[config.mk]
export PLATFORM = sky130hd
export DESIGN_NAME = isr_status_core
export DESIGN_NICKNAME = d
export VERILOG_FILES = /design/src/logic/isr_status_core.v
export VERILOG_INCLUDE_DIRS = /design/src /design/src/common
export SDC_FILE = /design/constraint.sdc
export NUM_CORES = 1
export LEC_CHECK = 0
export ABC_AREA = 0
export BUFFER_PORTS_ARGS = -buffer_cell sky130_fd_sc_hd__buf_2
export CORE_ASPECT_RATIO = 1.4
export CORE_UTILIZATION = 35
export CTS_CLUSTER_SIZE = 20
export DETAILED_ROUTE_END_ITERATION = 7
export PLACE_DENSITY = 0.5
export SETUP_SLACK_MARGIN = 0.2
export SYNTH_ARGS = -nofsm -noshare
export SYNTH_HDL_FRONTEND = slang
export SYNTH_SLANG_ARGS = --single-unit
export TNS_END_PERCENT = 100
[constraint.sdc]
create_clock -name i_clock -period 3 [get_ports i_clock]
set_input_delay 0.9 -clock i_clock [delete_from_list [all_inputs] [get_ports i_clock]]
set_output_delay 0.9 -clock i_clock [all_outputs]
set_load 0.01 [all_outputs]
[src/common/isr_defs.vh]
// constants for the instrument status reporting block
// Contract
// RULE1: operation summary (status bit 7) is OR of enabled operation event bits.
// RULE2: falling filter latches 1-to-0 changes, rising filter latches 0-to-1 changes.
// RULE3: both filters set latch any change; both clear latch nothing.
// RULE4: questionable event register is read-only, latches filtered events, clears on read.
// RULE5: questionable bits: 11,10,9,5,4,3,2,1,0 as protection, unregulated, inhibit, limits, faults.
// RULE6: questionable condition read returns the live unlatched status.
// RULE7: questionable summary (status bit 3) is OR of enabled questionable event bits.
// RULE8: questionable filters gate latching per bit exactly like the operation group.
// RULE9: clear-status clears standard, operation, questionable events, status byte, error queue.
// RULE10: clear-status right after a terminator also empties output queue and message-available.
// RULE11: event summary (bit 5) is OR of enabled standard events; mask reads back.
// RULE12: standard events: power-on 7, command 5, execution 4, device 3, query 2, complete 0.
// RULE13: reading the standard event register returns it and then clears it.
// RULE14: operation-complete command sets bit 0 once all earlier pending work finishes.
// RULE15: parallel operations run on; operation-complete command does not block later commands.
// RULE16: operation-complete query queues ASCII one when pending work ends, without stalling.
// RULE17: master summary is OR of status bits enabled by service mask; zero mask blocks requests.
// RULE18: serial poll returns status byte with request-for-service in bit 6, then clears it.
// RULE19: status byte query shows master summary in bit 6 and clears nothing.
// RULE20: message-available clears at power-on, on clear-status, or when output queue empties. Code clears it on clear-status only after a terminator.
// RULE21: status byte: bits 7,6,5,4,3,2 are operation, master, event, message, questionable, error.
// RULE22: after wait, no commands run until pending work ends; only device clear aborts. Code still accepts the poll command during wait.
// RULE23: operation bits: constant voltage 0, constant current 1, off 2, waits 3 and 4.
// RULE24: requesting service asserts the request line and latches request-for-service until polled.
// RULE25: message-available is set whenever the output queue holds any byte.
// RULE26: a filtered event arriving with a clearing read keeps its event bit set.
`ifndef ISR_DEFS_VH
`define ISR_DEFS_VH

// status byte bit positions
`define ISR_STB_OPERATION_SUMMARY 7
`define ISR_STB_MSS 6
`define ISR_STB_ESB 5
`define ISR_STB_MAV 4
`define ISR_STB_QUESTIONABLE_SUMMARY 3
`define ISR_STB_ERR 2

// standard event bit positions
`define ISR_ESR_PON 7
`define ISR_ESR_CME 5
`define ISR_ESR_EXE 4
`define ISR_ESR_DDE 3
`define ISR_ESR_QYE 2
`define ISR_ESR_OPC 0
`define ISR_ESR_DEFINED 8'hbd

// operation bit positions
`define ISR_OP_CV 0
`define ISR_OP_CC 1
`define ISR_OP_OFF 2
`define ISR_OP_WMEAS 3
`define ISR_OP_WTRAN 4

// questionable bit positions
`define ISR_QS_OVV 0
`define ISR_QS_OVC 1
`define ISR_QS_PWF 2
`define ISR_QS_PLIMP 3
`define ISR_QS_OVT 4
`define ISR_QS_PLIMN 5
`define ISR_QS_INHB 9
`define ISR_QS_UNREG 10
`define ISR_QS_CPROT 11
`define ISR_QS_DEFINED 16'h0e3f

// reset values and the queued completion byte
`define ISR_RST_OPERATION_SUMMARY_RISE 5'h1f
`define ISR_RST_QUESTIONABLE_SUMMARY_RISE 16'h0e3f
`define ISR_RST_ZERO8 8'h00
`define ISR_RST_ZERO16 16'h0000
`define ISR_RST_ESR 8'h80
`define ISR_ASCII_ONE 8'h31

// command codes
`define ISR_CMD_OPERATION_SUMMARY_ENAB_WR 5'h01
`define ISR_CMD_OPERATION_SUMMARY_FALL_WR 5'h02
`define ISR_CMD_OPERATION_SUMMARY_RISE_WR 5'h03
`define ISR_CMD_QUESTIONABLE_SUMMARY_ENAB_WR 5'h04
`define ISR_CMD_QUESTIONABLE_SUMMARY_FALL_WR 5'h05
`define ISR_CMD_QUESTIONABLE_SUMMARY_RISE_WR 5'h06
`define ISR_CMD_ESE_WR 5'h07
`define ISR_CMD_SRE_WR 5'h08
`define ISR_CMD_OPERATION_SUMMARY_EVT_RD 5'h09
`define ISR_CMD_OPERATION_SUMMARY_COND_RD 5'h0a
`define ISR_CMD_OPERATION_SUMMARY_ENAB_RD 5'h0b
`define ISR_CMD_OPERATION_SUMMARY_FALL_RD 5'h0c
`define ISR_CMD_OPERATION_SUMMARY_RISE_RD 5'h0d
`define ISR_CMD_QUESTIONABLE_SUMMARY_EVT_RD 5'h0e
`define ISR_CMD_QUESTIONABLE_SUMMARY_COND_RD 5'h0f
`define ISR_CMD_QUESTIONABLE_SUMMARY_ENAB_RD 5'h10
`define ISR_CMD_QUESTIONABLE_SUMMARY_FALL_RD 5'h11
`define ISR_CMD_QUESTIONABLE_SUMMARY_RISE_RD 5'h12
`define ISR_CMD_ESE_RD 5'h13
`define ISR_CMD_ESR_RD 5'h14
`define ISR_CMD_SRE_RD 5'h15
`define ISR_CMD_STB_RD 5'h16
`define ISR_CMD_CLS 5'h17
`define ISR_CMD_OPC 5'h18
`define ISR_CMD_OPC_QRY 5'h19
`define ISR_CMD_WAI 5'h1a
`define ISR_CMD_POLL 5'h1b

`endif

[src/logic/isr_status_core.v]
// status byte, event groups, service request and completion tracking
`timescale 1ns/1ns
`include "isr_defs.vh"

module isr_status_core
#(
	parameter OPERATION_SUMMARY_W = 5,
	parameter QUESTIONABLE_SUMMARY_W = 16
)
(
	input wire i_clock,
	input wire i_rst,
	// command port from the parser
	input wire i_cmd_valid,
	input wire [4:0] i_cmd_code,
	input wire [15:0] i_cmd_data,
	input wire i_cls_after_terminator,
	input wire i_device_clear,
	output wire o_cmd_ready,
	output reg o_rsp_valid,
	output reg [15:0] o_rsp_data,
	// live conditions, asynchronous to this clock
	input wire [OPERATION_SUMMARY_W-1:0] i_operation_summary_condition,
	input wire [QUESTIONABLE_SUMMARY_W-1:0] i_questionable_summary_condition,
	// standard event pulses from the parser
	input wire i_command_error,
	input wire i_execution_error,
	input wire i_device_dependent_error,
	input wire i_query_error,
	// completion and queue state
	input wire i_ops_pending,
	input wire i_outq_not_empty,
	input wire i_errq_not_empty,
	output reg o_outq_push,
	output reg [7:0] o_outq_byte,
	output reg o_outq_flush,
	output reg o_errq_flush,
	output wire o_srq
);

	localparam [1:0] ST_RUN = 2'b01;
	localparam [1:0] ST_WAIT = 2'b10;

	// edge filter shared by both condition groups
	function [15:0] isr_filter;
		input [15:0] prev;
		input [15:0] now;
		input [15:0] fall;
		input [15:0] rise;
		begin
			isr_filter = (prev & ~now & fall) | (~prev & now & rise);
		end
	endfunction

	// synchronisers for the live conditions
	reg [OPERATION_SUMMARY_W-1:0] operation_summary_sync1;
	reg [OPERATION_SUMMARY_W-1:0] operation_summary_sync2;
	reg [OPERATION_SUMMARY_W-1:0] operation_summary_prev;
	reg [QUESTIONABLE_SUMMARY_W-1:0] questionable_summary_sync1;
	reg [QUESTIONABLE_SUMMARY_W-1:0] questionable_summary_sync2;
	reg [QUESTIONABLE_SUMMARY_W-1:0] questionable_summary_prev;

	reg [OPERATION_SUMMARY_W-1:0] operation_summary_enable;
	reg [OPERATION_SUMMARY_W-1:0] operation_summary_falling_filter;
	reg [OPERATION_SUMMARY_W-1:0] operation_summary_rising_filter;
	reg [OPERATION_SUMMARY_W-1:0] operation_summary_event;
	reg [QUESTIONABLE_SUMMARY_W-1:0] questionable_summary_mask;
	reg [QUESTIONABLE_SUMMARY_W-1:0] questionable_falling_filter;
	reg [QUESTIONABLE_SUMMARY_W-1:0] questionable_rising_filter;
	reg [QUESTIONABLE_SUMMARY_W-1:0] questionable_event_latch;
	reg [7:0] standard_event_mask;
	reg [7:0] standard_event_latch;
	reg [7:0] service_request_mask;
	reg request_for_service;
	reg master_summary_prev;
	reg opc_armed;
	reg opc_query_armed;
	reg [1:0] state;

	wire [QUESTIONABLE_SUMMARY_W-1:0] questionable_live_condition;
	wire [OPERATION_SUMMARY_W-1:0] operation_summary_trig;
	wire [QUESTIONABLE_SUMMARY_W-1:0] questionable_summary_trig;
	wire [15:0] operation_summary_trig_w;
	wire [15:0] questionable_summary_trig_w;
	wire operation_summary;
	wire questionable_summary;
	wire event_summary;
	wire message_available;
	wire master_summary;
	wire [7:0] status_summary_byte;
	wire cmd_take;
	wire do_cls;
	wire rd_operation_summary_evt;
	wire rd_questionable_summary_evt;
	wire rd_esr;
	wire do_poll;
	wire [7:0] std_trig;
	wire opc_done;
	wire opc_query_done;

	assign questionable_live_condition = questionable_summary_sync2; // RULE6

	// pending-work tracking never stalls the port, only wait does
	assign o_cmd_ready = (state == ST_RUN) | (i_cmd_code == `ISR_CMD_POLL); // RULE15 RULE22
	assign cmd_take = i_cmd_valid & o_cmd_ready;
	assign do_cls = cmd_take & (i_cmd_code == `ISR_CMD_CLS);
	assign rd_operation_summary_evt = cmd_take & (i_cmd_code == `ISR_CMD_OPERATION_SUMMARY_EVT_RD);
	assign rd_questionable_summary_evt = cmd_take & (i_cmd_code == `ISR_CMD_QUESTIONABLE_SUMMARY_EVT_RD);
	assign rd_esr = cmd_take & (i_cmd_code == `ISR_CMD_ESR_RD);
	assign do_poll = cmd_take & (i_cmd_code == `ISR_CMD_POLL);

	assign operation_summary_trig_w = isr_filter({{(16-OPERATION_SUMMARY_W){1'b0}}, operation_summary_prev}, {{(16-OPERATION_SUMMARY_W){1'b0}}, operation_summary_sync2},
		{{(16-OPERATION_SUMMARY_W){1'b0}}, operation_summary_falling_filter}, {{(16-OPERATION_SUMMARY_W){1'b0}}, operation_summary_rising_filter}); // RULE2 RULE3
	assign operation_summary_trig = operation_summary_trig_w[OPERATION_SUMMARY_W-1:0];
	assign questionable_summary_trig_w = isr_filter(questionable_summary_prev, questionable_summary_sync2, questionable_falling_filter,
		questionable_rising_filter); // RULE8
	assign questionable_summary_trig = questionable_summary_trig_w[QUESTIONABLE_SUMMARY_W-1:0];

	assign opc_done = opc_armed & ~i_ops_pending; // RULE14
	assign opc_query_done = opc_query_armed & ~i_ops_pending; // RULE16

	assign std_trig = {1'b0, 1'b0, i_command_error, i_execution_error, i_device_dependent_error,
		i_query_error, 1'b0, opc_done}; // RULE12

	assign operation_summary = |(operation_summary_event & operation_summary_enable); // RULE1
	assign questionable_summary = |(questionable_event_latch & questionable_summary_mask); // RULE7
	assign event_summary = |(standard_event_latch & standard_event_mask); // RULE11
	// level follows the queue, so an emptied queue drops it at once
	assign message_available = i_outq_not_empty; // RULE20 RULE25

	assign status_summary_byte = {operation_summary, 1'b0, event_summary, message_available,
		questionable_summary, i_errq_not_empty, 2'b00}; // RULE21
	// bit 6 of the mask has no source bit and is ignored
	assign master_summary = |(status_summary_byte & service_request_mask); // RULE17
	assign o_srq = request_for_service; // RULE24

	always @(posedge i_clock)
	begin
		if (i_rst)
		begin
			operation_summary_sync1 <= {OPERATION_SUMMARY_W{1'b0}};
			operation_summary_sync2 <= {OPERATION_SUMMARY_W{1'b0}};
			operation_summary_prev <= {OPERATION_SUMMARY_W{1'b0}};
			questionable_summary_sync1 <= {QUESTIONABLE_SUMMARY_W{1'b0}};
			questionable_summary_sync2 <= {QUESTIONABLE_SUMMARY_W{1'b0}};
			questionable_summary_prev <= {QUESTIONABLE_SUMMARY_W{1'b0}};
		end
		else
		begin
			operation_summary_sync1 <= i_operation_summary_condition;
			operation_summary_sync2 <= operation_summary_sync1;
			operation_summary_prev <= operation_summary_sync2;
			questionable_summary_sync1 <= i_questionable_summary_condition;
			questionable_summary_sync2 <= questionable_summary_sync1;
			questionable_summary_prev <= questionable_summary_sync2;
		end
	end

	// mask and filter registers written by commands
	always @(posedge i_clock)
	begin
		if (i_rst)
		begin
			operation_summary_enable <= {OPERATION_SUMMARY_W{1'b0}};
			operation_summary_falling_filter <= {OPERATION_SUMMARY_W{1'b0}};
			operation_summary_rising_filter <= `ISR_RST_OPERATION_SUMMARY_RISE; // RULE23
			questionable_summary_mask <= `ISR_RST_ZERO16;
			questionable_falling_filter <= `ISR_RST_ZERO16;
			questionable_rising_filter <= `ISR_RST_QUESTIONABLE_SUMMARY_RISE; // RULE5
			standard_event_mask <= `ISR_RST_ZERO8;
			service_request_mask <= `ISR_RST_ZERO8;
		end
		else if (cmd_take)
		begin
			case (i_cmd_code)
				`ISR_CMD_OPERATION_SUMMARY_ENAB_WR: operation_summary_enable <= i_cmd_data[OPERATION_SUMMARY_W-1:0];
				`ISR_CMD_OPERATION_SUMMARY_FALL_WR: operation_summary_falling_filter <= i_cmd_data[OPERATION_SUMMARY_W-1:0];
				`ISR_CMD_OPERATION_SUMMARY_RISE_WR: operation_summary_rising_filter <= i_cmd_data[OPERATION_SUMMARY_W-1:0];
				`ISR_CMD_QUESTIONABLE_SUMMARY_ENAB_WR: questionable_summary_mask <= i_cmd_data[QUESTIONABLE_SUMMARY_W-1:0];
				`ISR_CMD_QUESTIONABLE_SUMMARY_FALL_WR: questionable_falling_filter <= i_cmd_data[QUESTIONABLE_SUMMARY_W-1:0];
				`ISR_CMD_QUESTIONABLE_SUMMARY_RISE_WR: questionable_rising_filter <= i_cmd_data[QUESTIONABLE_SUMMARY_W-1:0];
				`ISR_CMD_ESE_WR: standard_event_mask <= i_cmd_data[7:0];
				`ISR_CMD_SRE_WR: service_request_mask <= i_cmd_data[7:0];
				default: ;
			endcase
		end
	end

	// event latches: a new event always beats a clearing read or clear-status
	always @(posedge i_clock)
	begin
		if (i_rst)
		begin
			operation_summary_event <= {OPERATION_SUMMARY_W{1'b0}};
			questionable_event_latch <= {QUESTIONABLE_SUMMARY_W{1'b0}};
			standard_event_latch <= `ISR_RST_ESR;
		end
		else
		begin
			operation_summary_event <= ((rd_operation_summary_evt | do_cls) ? {OPERATION_SUMMARY_W{1'b0}} : operation_summary_event) | operation_summary_trig; // RULE26 RULE9
			questionable_event_latch <= ((rd_questionable_summary_evt | do_cls) ? {QUESTIONABLE_SUMMARY_W{1'b0}} : questionable_event_latch)
				| questionable_summary_trig; // RULE4 RULE26
			standard_event_latch <= ((rd_esr | do_cls) ? `ISR_RST_ZERO8 : standard_event_latch)
				| (std_trig & `ISR_ESR_DEFINED); // RULE13 RULE26
		end
	end

	// request for service latches on a new reason and holds until a poll or clear-status
	always @(posedge i_clock)
	begin
		if (i_rst)
		begin
			request_for_service <= 1'b0;
			master_summary_prev <= 1'b0;
		end
		else
		begin
			master_summary_prev <= master_summary;
			if (master_summary & ~master_summary_prev)
				request_for_service <= 1'b1; // RULE24
			else if (do_poll | do_cls)
				request_for_service <= 1'b0; // RULE18 RULE9
		end
	end

	// completion tracking and the wait state
	always @(posedge i_clock)
	begin
		if (i_rst)
		begin
			opc_armed <= 1'b0;
			opc_query_armed <= 1'b0;
			state <= ST_RUN;
		end
		else if (i_device_clear)
		begin
			opc_armed <= 1'b0;
			opc_query_armed <= 1'b0;
			state <= ST_RUN; // RULE22
		end
		else
		begin
			if (cmd_take & (i_cmd_code == `ISR_CMD_OPC))
				opc_armed <= 1'b1; // RULE14
			else if (opc_done)
				opc_armed <= 1'b0;
			if (cmd_take & (i_cmd_code == `ISR_CMD_OPC_QRY))
				opc_query_armed <= 1'b1; // RULE16
			else if (opc_query_done)
				opc_query_armed <= 1'b0;
			case (state)
				ST_RUN:
				begin
					if (cmd_take & (i_cmd_code == `ISR_CMD_WAI))
						state <= ST_WAIT;
				end
				ST_WAIT:
				begin
					if (~i_ops_pending)
						state <= ST_RUN; // RULE22
				end
				default: state <= ST_RUN;
			endcase
		end
	end

	// queue side effects
	always @(posedge i_clock)
	begin
		if (i_rst)
		begin
			o_outq_push <= 1'b0;
			o_outq_byte <= `ISR_RST_ZERO8;
			o_outq_flush <= 1'b0;
			o_errq_flush <= 1'b0;
		end
		else
		begin
			o_outq_push <= opc_query_done; // RULE16
			o_outq_byte <= `ISR_ASCII_ONE;
			o_outq_flush <= do_cls & i_cls_after_terminator; // RULE10
			o_errq_flush <= do_cls; // RULE9
		end
	end

	// responses, one cycle after the command is taken
	always @(posedge i_clock)
	begin
		if (i_rst)
		begin
			o_rsp_valid <= 1'b0;
			o_rsp_data <= `ISR_RST_ZERO16;
		end
		else
		begin
			o_rsp_valid <= 1'b0;
			o_rsp_data <= `ISR_RST_ZERO16;
			if (cmd_take)
			begin
				o_rsp_valid <= 1'b1;
				case (i_cmd_code)
					`ISR_CMD_OPERATION_SUMMARY_EVT_RD: o_rsp_data <= {{(16-OPERATION_SUMMARY_W){1'b0}}, operation_summary_event};
					`ISR_CMD_OPERATION_SUMMARY_COND_RD: o_rsp_data <= {{(16-OPERATION_SUMMARY_W){1'b0}}, operation_summary_sync2};
					`ISR_CMD_OPERATION_SUMMARY_ENAB_RD: o_rsp_data <= {{(16-OPERATION_SUMMARY_W){1'b0}}, operation_summary_enable};
					`ISR_CMD_OPERATION_SUMMARY_FALL_RD: o_rsp_data <= {{(16-OPERATION_SUMMARY_W){1'b0}}, operation_summary_falling_filter};
					`ISR_CMD_OPERATION_SUMMARY_RISE_RD: o_rsp_data <= {{(16-OPERATION_SUMMARY_W){1'b0}}, operation_summary_rising_filter};
					`ISR_CMD_QUESTIONABLE_SUMMARY_EVT_RD: o_rsp_data <= questionable_event_latch; // RULE4
					`ISR_CMD_QUESTIONABLE_SUMMARY_COND_RD: o_rsp_data <= questionable_live_condition; // RULE6
					`ISR_CMD_QUESTIONABLE_SUMMARY_ENAB_RD: o_rsp_data <= questionable_summary_mask;
					`ISR_CMD_QUESTIONABLE_SUMMARY_FALL_RD: o_rsp_data <= questionable_falling_filter;
					`ISR_CMD_QUESTIONABLE_SUMMARY_RISE_RD: o_rsp_data <= questionable_rising_filter;
					`ISR_CMD_ESE_RD: o_rsp_data <= {8'h00, standard_event_mask}; // RULE11
					`ISR_CMD_ESR_RD: o_rsp_data <= {8'h00, standard_event_latch}; // RULE13
					`ISR_CMD_SRE_RD: o_rsp_data <= {8'h00, service_request_mask};
					`ISR_CMD_STB_RD: o_rsp_data <= {8'h00, status_summary_byte | {1'b0, master_summary, 6'h00}}; // RULE19
					`ISR_CMD_POLL: o_rsp_data <= {8'h00, status_summary_byte | {1'b0, request_for_service, 6'h00}}; // RULE18
					default: o_rsp_valid <= 1'b0;
				endcase
			end
		end
	end

endmodule // isr_status_core

==> impl_summary.log <==
[metrics] Post-CTS Setup Inserts: 0
[metrics] Seq pwr share: around half
[metrics] Clock Pin Slew Worst Setup and Hold Paths: about 0.070 ns
[metrics] largest family of logic cells by synthesized area: simple AND/OR/NAND/NOR gates
[metrics] multiplexer share of the synthesized area: 7.681%
[metrics] port buffer count: just under 80
[metrics] initial core utilization: roughly 36%
[metrics] source-to-sink clock delay at the later pin of the worst-skew pair: around 0.44 ns
[metrics] flop-to-flop setup slack: roughly 0.95 ns
[metrics] number of nets at the end of the flow: approximately 960
[metrics] top library cells by usage in the layout, fill and taps aside: dfxtp_1, nor2_1, nand2_1, buf_2, mux2i_1
[metrics] CTS tree: done
[metrics] via count: between 6000 and 7000
[metrics] reg-to-reg critical path startpoint: questionable_event_latch[11]
[metrics] top fanout value on the critical path: 16
[metrics] post-synth design cell area: ~7700 um^2
[metrics] Max-slew headroom: 52.62%
[metrics] fraction of layout instances using a drive strength above 1: around 17%
[metrics] number of synthesis warnings: 0
[metrics] Final period util: between 80% and 90%
[metrics] startpoint-to-endpoint class of the critical path: in2out
[metrics] DR iter-0 viols: approximately 550
[metrics] cts bufs inserted: 17
[metrics] crit path capture: o_cmd_ready
[metrics] number of pins with negative max-slew slack in the final report: 0
[metrics] Max H-tree Level: 4
[metrics] max capacitance violation total: 0
[metrics] FF+latch count, synth: about 200
[metrics] Least-Margin Pin Slew: between 0.7 and 0.8 ns
[metrics] required arrival time at the worst endpoint: ~2.1 ns
[metrics] total routing resource utilization after global routing: between 20% and 30%
[metrics] setup TNS: 0 ns
[metrics] final-layout fill cell count: ~2200
[metrics] class of the tightest hold or removal check: reg2reg
[metrics] largest net degree at the start of global routing: ~160
[metrics] logic depth of the worst register-to-register path: 5
[metrics] post-detailed-route DRC marker count: 0
[metrics] number of optimization iterations in the first detailed-route pass: 6
[metrics] count of final setup violators: 0
[metrics] ratio of routed vias to standard cells: slightly above 5
[metrics] endpoint of the worst-slack reg-to-reg timing path: o_rsp_data[6]
[metrics] sequential share of the synthesized area: approximately half
[metrics] type of element capturing the critical path: output pin
[metrics] # diodes: 0
[metrics] CP Launch Point: i_cmd_code[1]
[metrics] Bufs on Longest Clock Path: 2
[metrics] aggregate routed wire length: approximately 23000 um
[metrics] RSZ-0062 raised after global routing: no
[metrics] utilization after layout: 42.34%
[metrics] ports placed on the boundary: 84
[metrics] Synth Instances: just over 800
[metrics] GP Congestion: between 0.8 and 0.9
[metrics] fraction of registers with async set or reset after synthesis: 0%
[metrics] status: completed
[metrics] complex-gate fraction of the synthesized area: 15.44%
[metrics] library cell used as clock root buffer: clkbuf_16
[metrics] global-route wire length before repair: 35410 um
[metrics] achievable clock frequency: approximately 370 MHz
[metrics] switching power as a share of total power: between 20% and 30%
[metrics] via count of the first global-routing pass: 6005
[metrics] Die Y-Extent: about 180 um
[metrics] Pint: 3972 uW
[metrics] simple-gate share of the synthesized area: a little over 20%
[metrics] Final Skew: about 0.012 ns
[metrics] Critical Path Source Type: input pin
[metrics] part of the total power dissipated in the clock network: a little over two fifths
[metrics] post-route total power: between 5000 and 6000 uW
[metrics] synth-to-layout area growth: 17.62%
[metrics] horizontal die dimension: between 100 and 150 um
[metrics] EDFF count, synth: 0
[metrics] Min Clock Period, post-route: between 2 and 3 ns
[metrics] distinct cell type count after synthesis: between 50 and 60
[metrics] Comb pwr share: 5.5%
[metrics] Main synth FF type: dfxtp_1
[metrics] leakage component of the power: 0.003806 uW
[metrics] core region area: between 20000 and 25000 um^2
[metrics] maximum resistive drop on vdd: between 0.0003 and 0.0004 V
[metrics] adder-cell share of the synthesized area: 0%
[metrics] Total Die Area: around 23000 um^2
[metrics] most common cell after layout, fill and taps aside: dfxtp_1
[metrics] average footprint of a synthesized cell: between 9 and 10 um^2
[metrics] synthesized-area fraction occupied by xor and xnor cells: 0%
[metrics] post-cts hold buffer count: 0
[metrics] number of antenna violations at the first check in global routing: 0
[metrics] count of antenna-violating nets left after detailed routing: 0
[metrics] Fin. Hold Viols: 0
[metrics] power per standard cell area: about 600 nW/um^2
[metrics] TritonCTS sink count: a little under 200
[metrics] residual overflow from global routing: 0
[metrics] quantity of gates resized following cts: 0
[metrics] WL/cell: roughly 19 um
[metrics] crit path DAT: between 1.5 and 2 ns
[metrics] half-perimeter wire length after placement: between 15000 and 20000 um
[metrics] switching power total: ~1400 uW
[metrics] number of rows in the core area: 63
## cells by family after synthesis
family | after synthesis
AOI/OAI and AO/OA | 165
DFF | 196
and+or+nand+nor | 322
other | 1
buffers and inverters | 83
muxes | 59
## cell usage after synthesis (2+ instances only)
library cell	n	area (um^2)
and2_1	8	50.05
and3_1	7	43.79
nor3_1	4	20.02
nor2_1	106	397.9
dfxtp_1	196	3924
nand2_2	4	25.02
buf_2	10	50.05
inv_1	26	97.59
o21ai_0	22	110.1
nor2b_1	48	300.3
nor3_4	3	48.80
buf_6	4	45.04
a31oi_1	32	200.2
a22oi_1	27	202.7
clkbuf_1	27	101.4
a32oi_1	2	17.52
a222oi_1	8	80.08
nor3b_1	4	30.03
nand3_1	18	90.09
nand2_1	99	371.6
mux2i_1	59	590.6
nand2b_1	4	25.02
a32o_1	3	30.03
a221oi_1	17	148.9
a22o_1	17	148.9
and4_1	2	17.52
clkbuf_2	3	15.01
a21oi_1	24	120.1
o32ai_1	2	17.52
nand3b_1	3	22.52
buf_4	12	90.09
## final cells by class
class | count | area, um^2 | share of cell area, %
clock buffer | 17 | 425.4 | 4.704
multi-input combinational | 551 | 3377 | 37.34
timing repair buffer | 109 | 663.1 | 7.333
tap | 292 | 365.4 | 4.040
inverter | 27 | 101.3 | 1.121
sequential | 196 | 3924 | 43.39
clock inverter | 15 | 187.7 | 2.075
## worst max-delay path, cell delays in order
cell      delay, ns
buf_2          0.27
nand3b_1       0.16
o21ai_2        0.27
buf_2          0.18
## flip-flops by register name (all words and copies together), names as in the netlist, 2 cells and up
name / flops
o_rsp_data: 16
operation_summary_enable: 5
operation_summary_event: 5
operation_summary_falling_filter: 5
operation_summary_prev: 5
operation_summary_rising_filter: 5
operation_summary_sync1: 5
operation_summary_sync2: 5
questionable_event_latch: 16
questionable_falling_filter: 16
questionable_live_condition: 16
questionable_rising_filter: 16
questionable_summary_mask: 16
questionable_summary_prev: 16
questionable_summary_sync1: 16
service_request_mask: 8
standard_event_latch: 6
standard_event_mask: 8
state: 2
## metrics by stage
| step | setup slack (ns) | hold slack (ns) | cell area [um^2] | std cells |
|---|---|---|---|---|
| final | 0.3141 | 0.4363 | 9044 | 1207 |
| after CTS | 0.3238 | 0.4410 | 9044 | 1207 |
| after global routing | 0.2737 | 0.4482 | 9044 | 1207 |
| after floorplan | 0.6059 | 0.4138 | 7704 | 830 |
| after global placement | 0.3408 | 0.4170 | 8431 | 1175 |
| after detailed placement | 0.3161 | 0.4220 | 8431 | 1175 |
## routing by layer
metal / up-vias / GRT usage, % / wire length (um)
met5: - / 0 / 0
met4: 0 / 11.81 / 1088
met3: 46 / 3.527 / 1002
met2: 198 / 36.82 / 11460
met1: 2961 / 24.81 / 9574
li1: 3014 / - / -
## power by group through the flow
stage,clock network (uW),logic [uW],registers [uW]
2_1_floorplan,0,191,2750
3_3_place_gp,0,295,2770
3_5_place_dp,0,297,2770
4_1_cts,2390,297,2710
5_1_grt,2490,323,2720
6_report,2320,294,2710
## how the worst min path moves through the flow
stage / from / end / slack, ns / cells after the start
CTS: operation_summary_sync1[2] / operation_summary_sync2[2] / 0.44 / 1
global route: operation_summary_sync1[3] / operation_summary_sync2[3] / 0.45 / 1
global placement: operation_summary_sync1[2] / operation_summary_sync2[2] / 0.42 / 1
floorplan: operation_summary_sync1[0] / operation_summary_sync2[0] / 0.41 / 1
finish: operation_summary_sync1[2] / operation_summary_sync2[2] / 0.44 / 1
detailed placement: operation_summary_sync1[2] / operation_summary_sync2[2] / 0.42 / 1
Note: power is estimated with default switching activity, not from simulation.
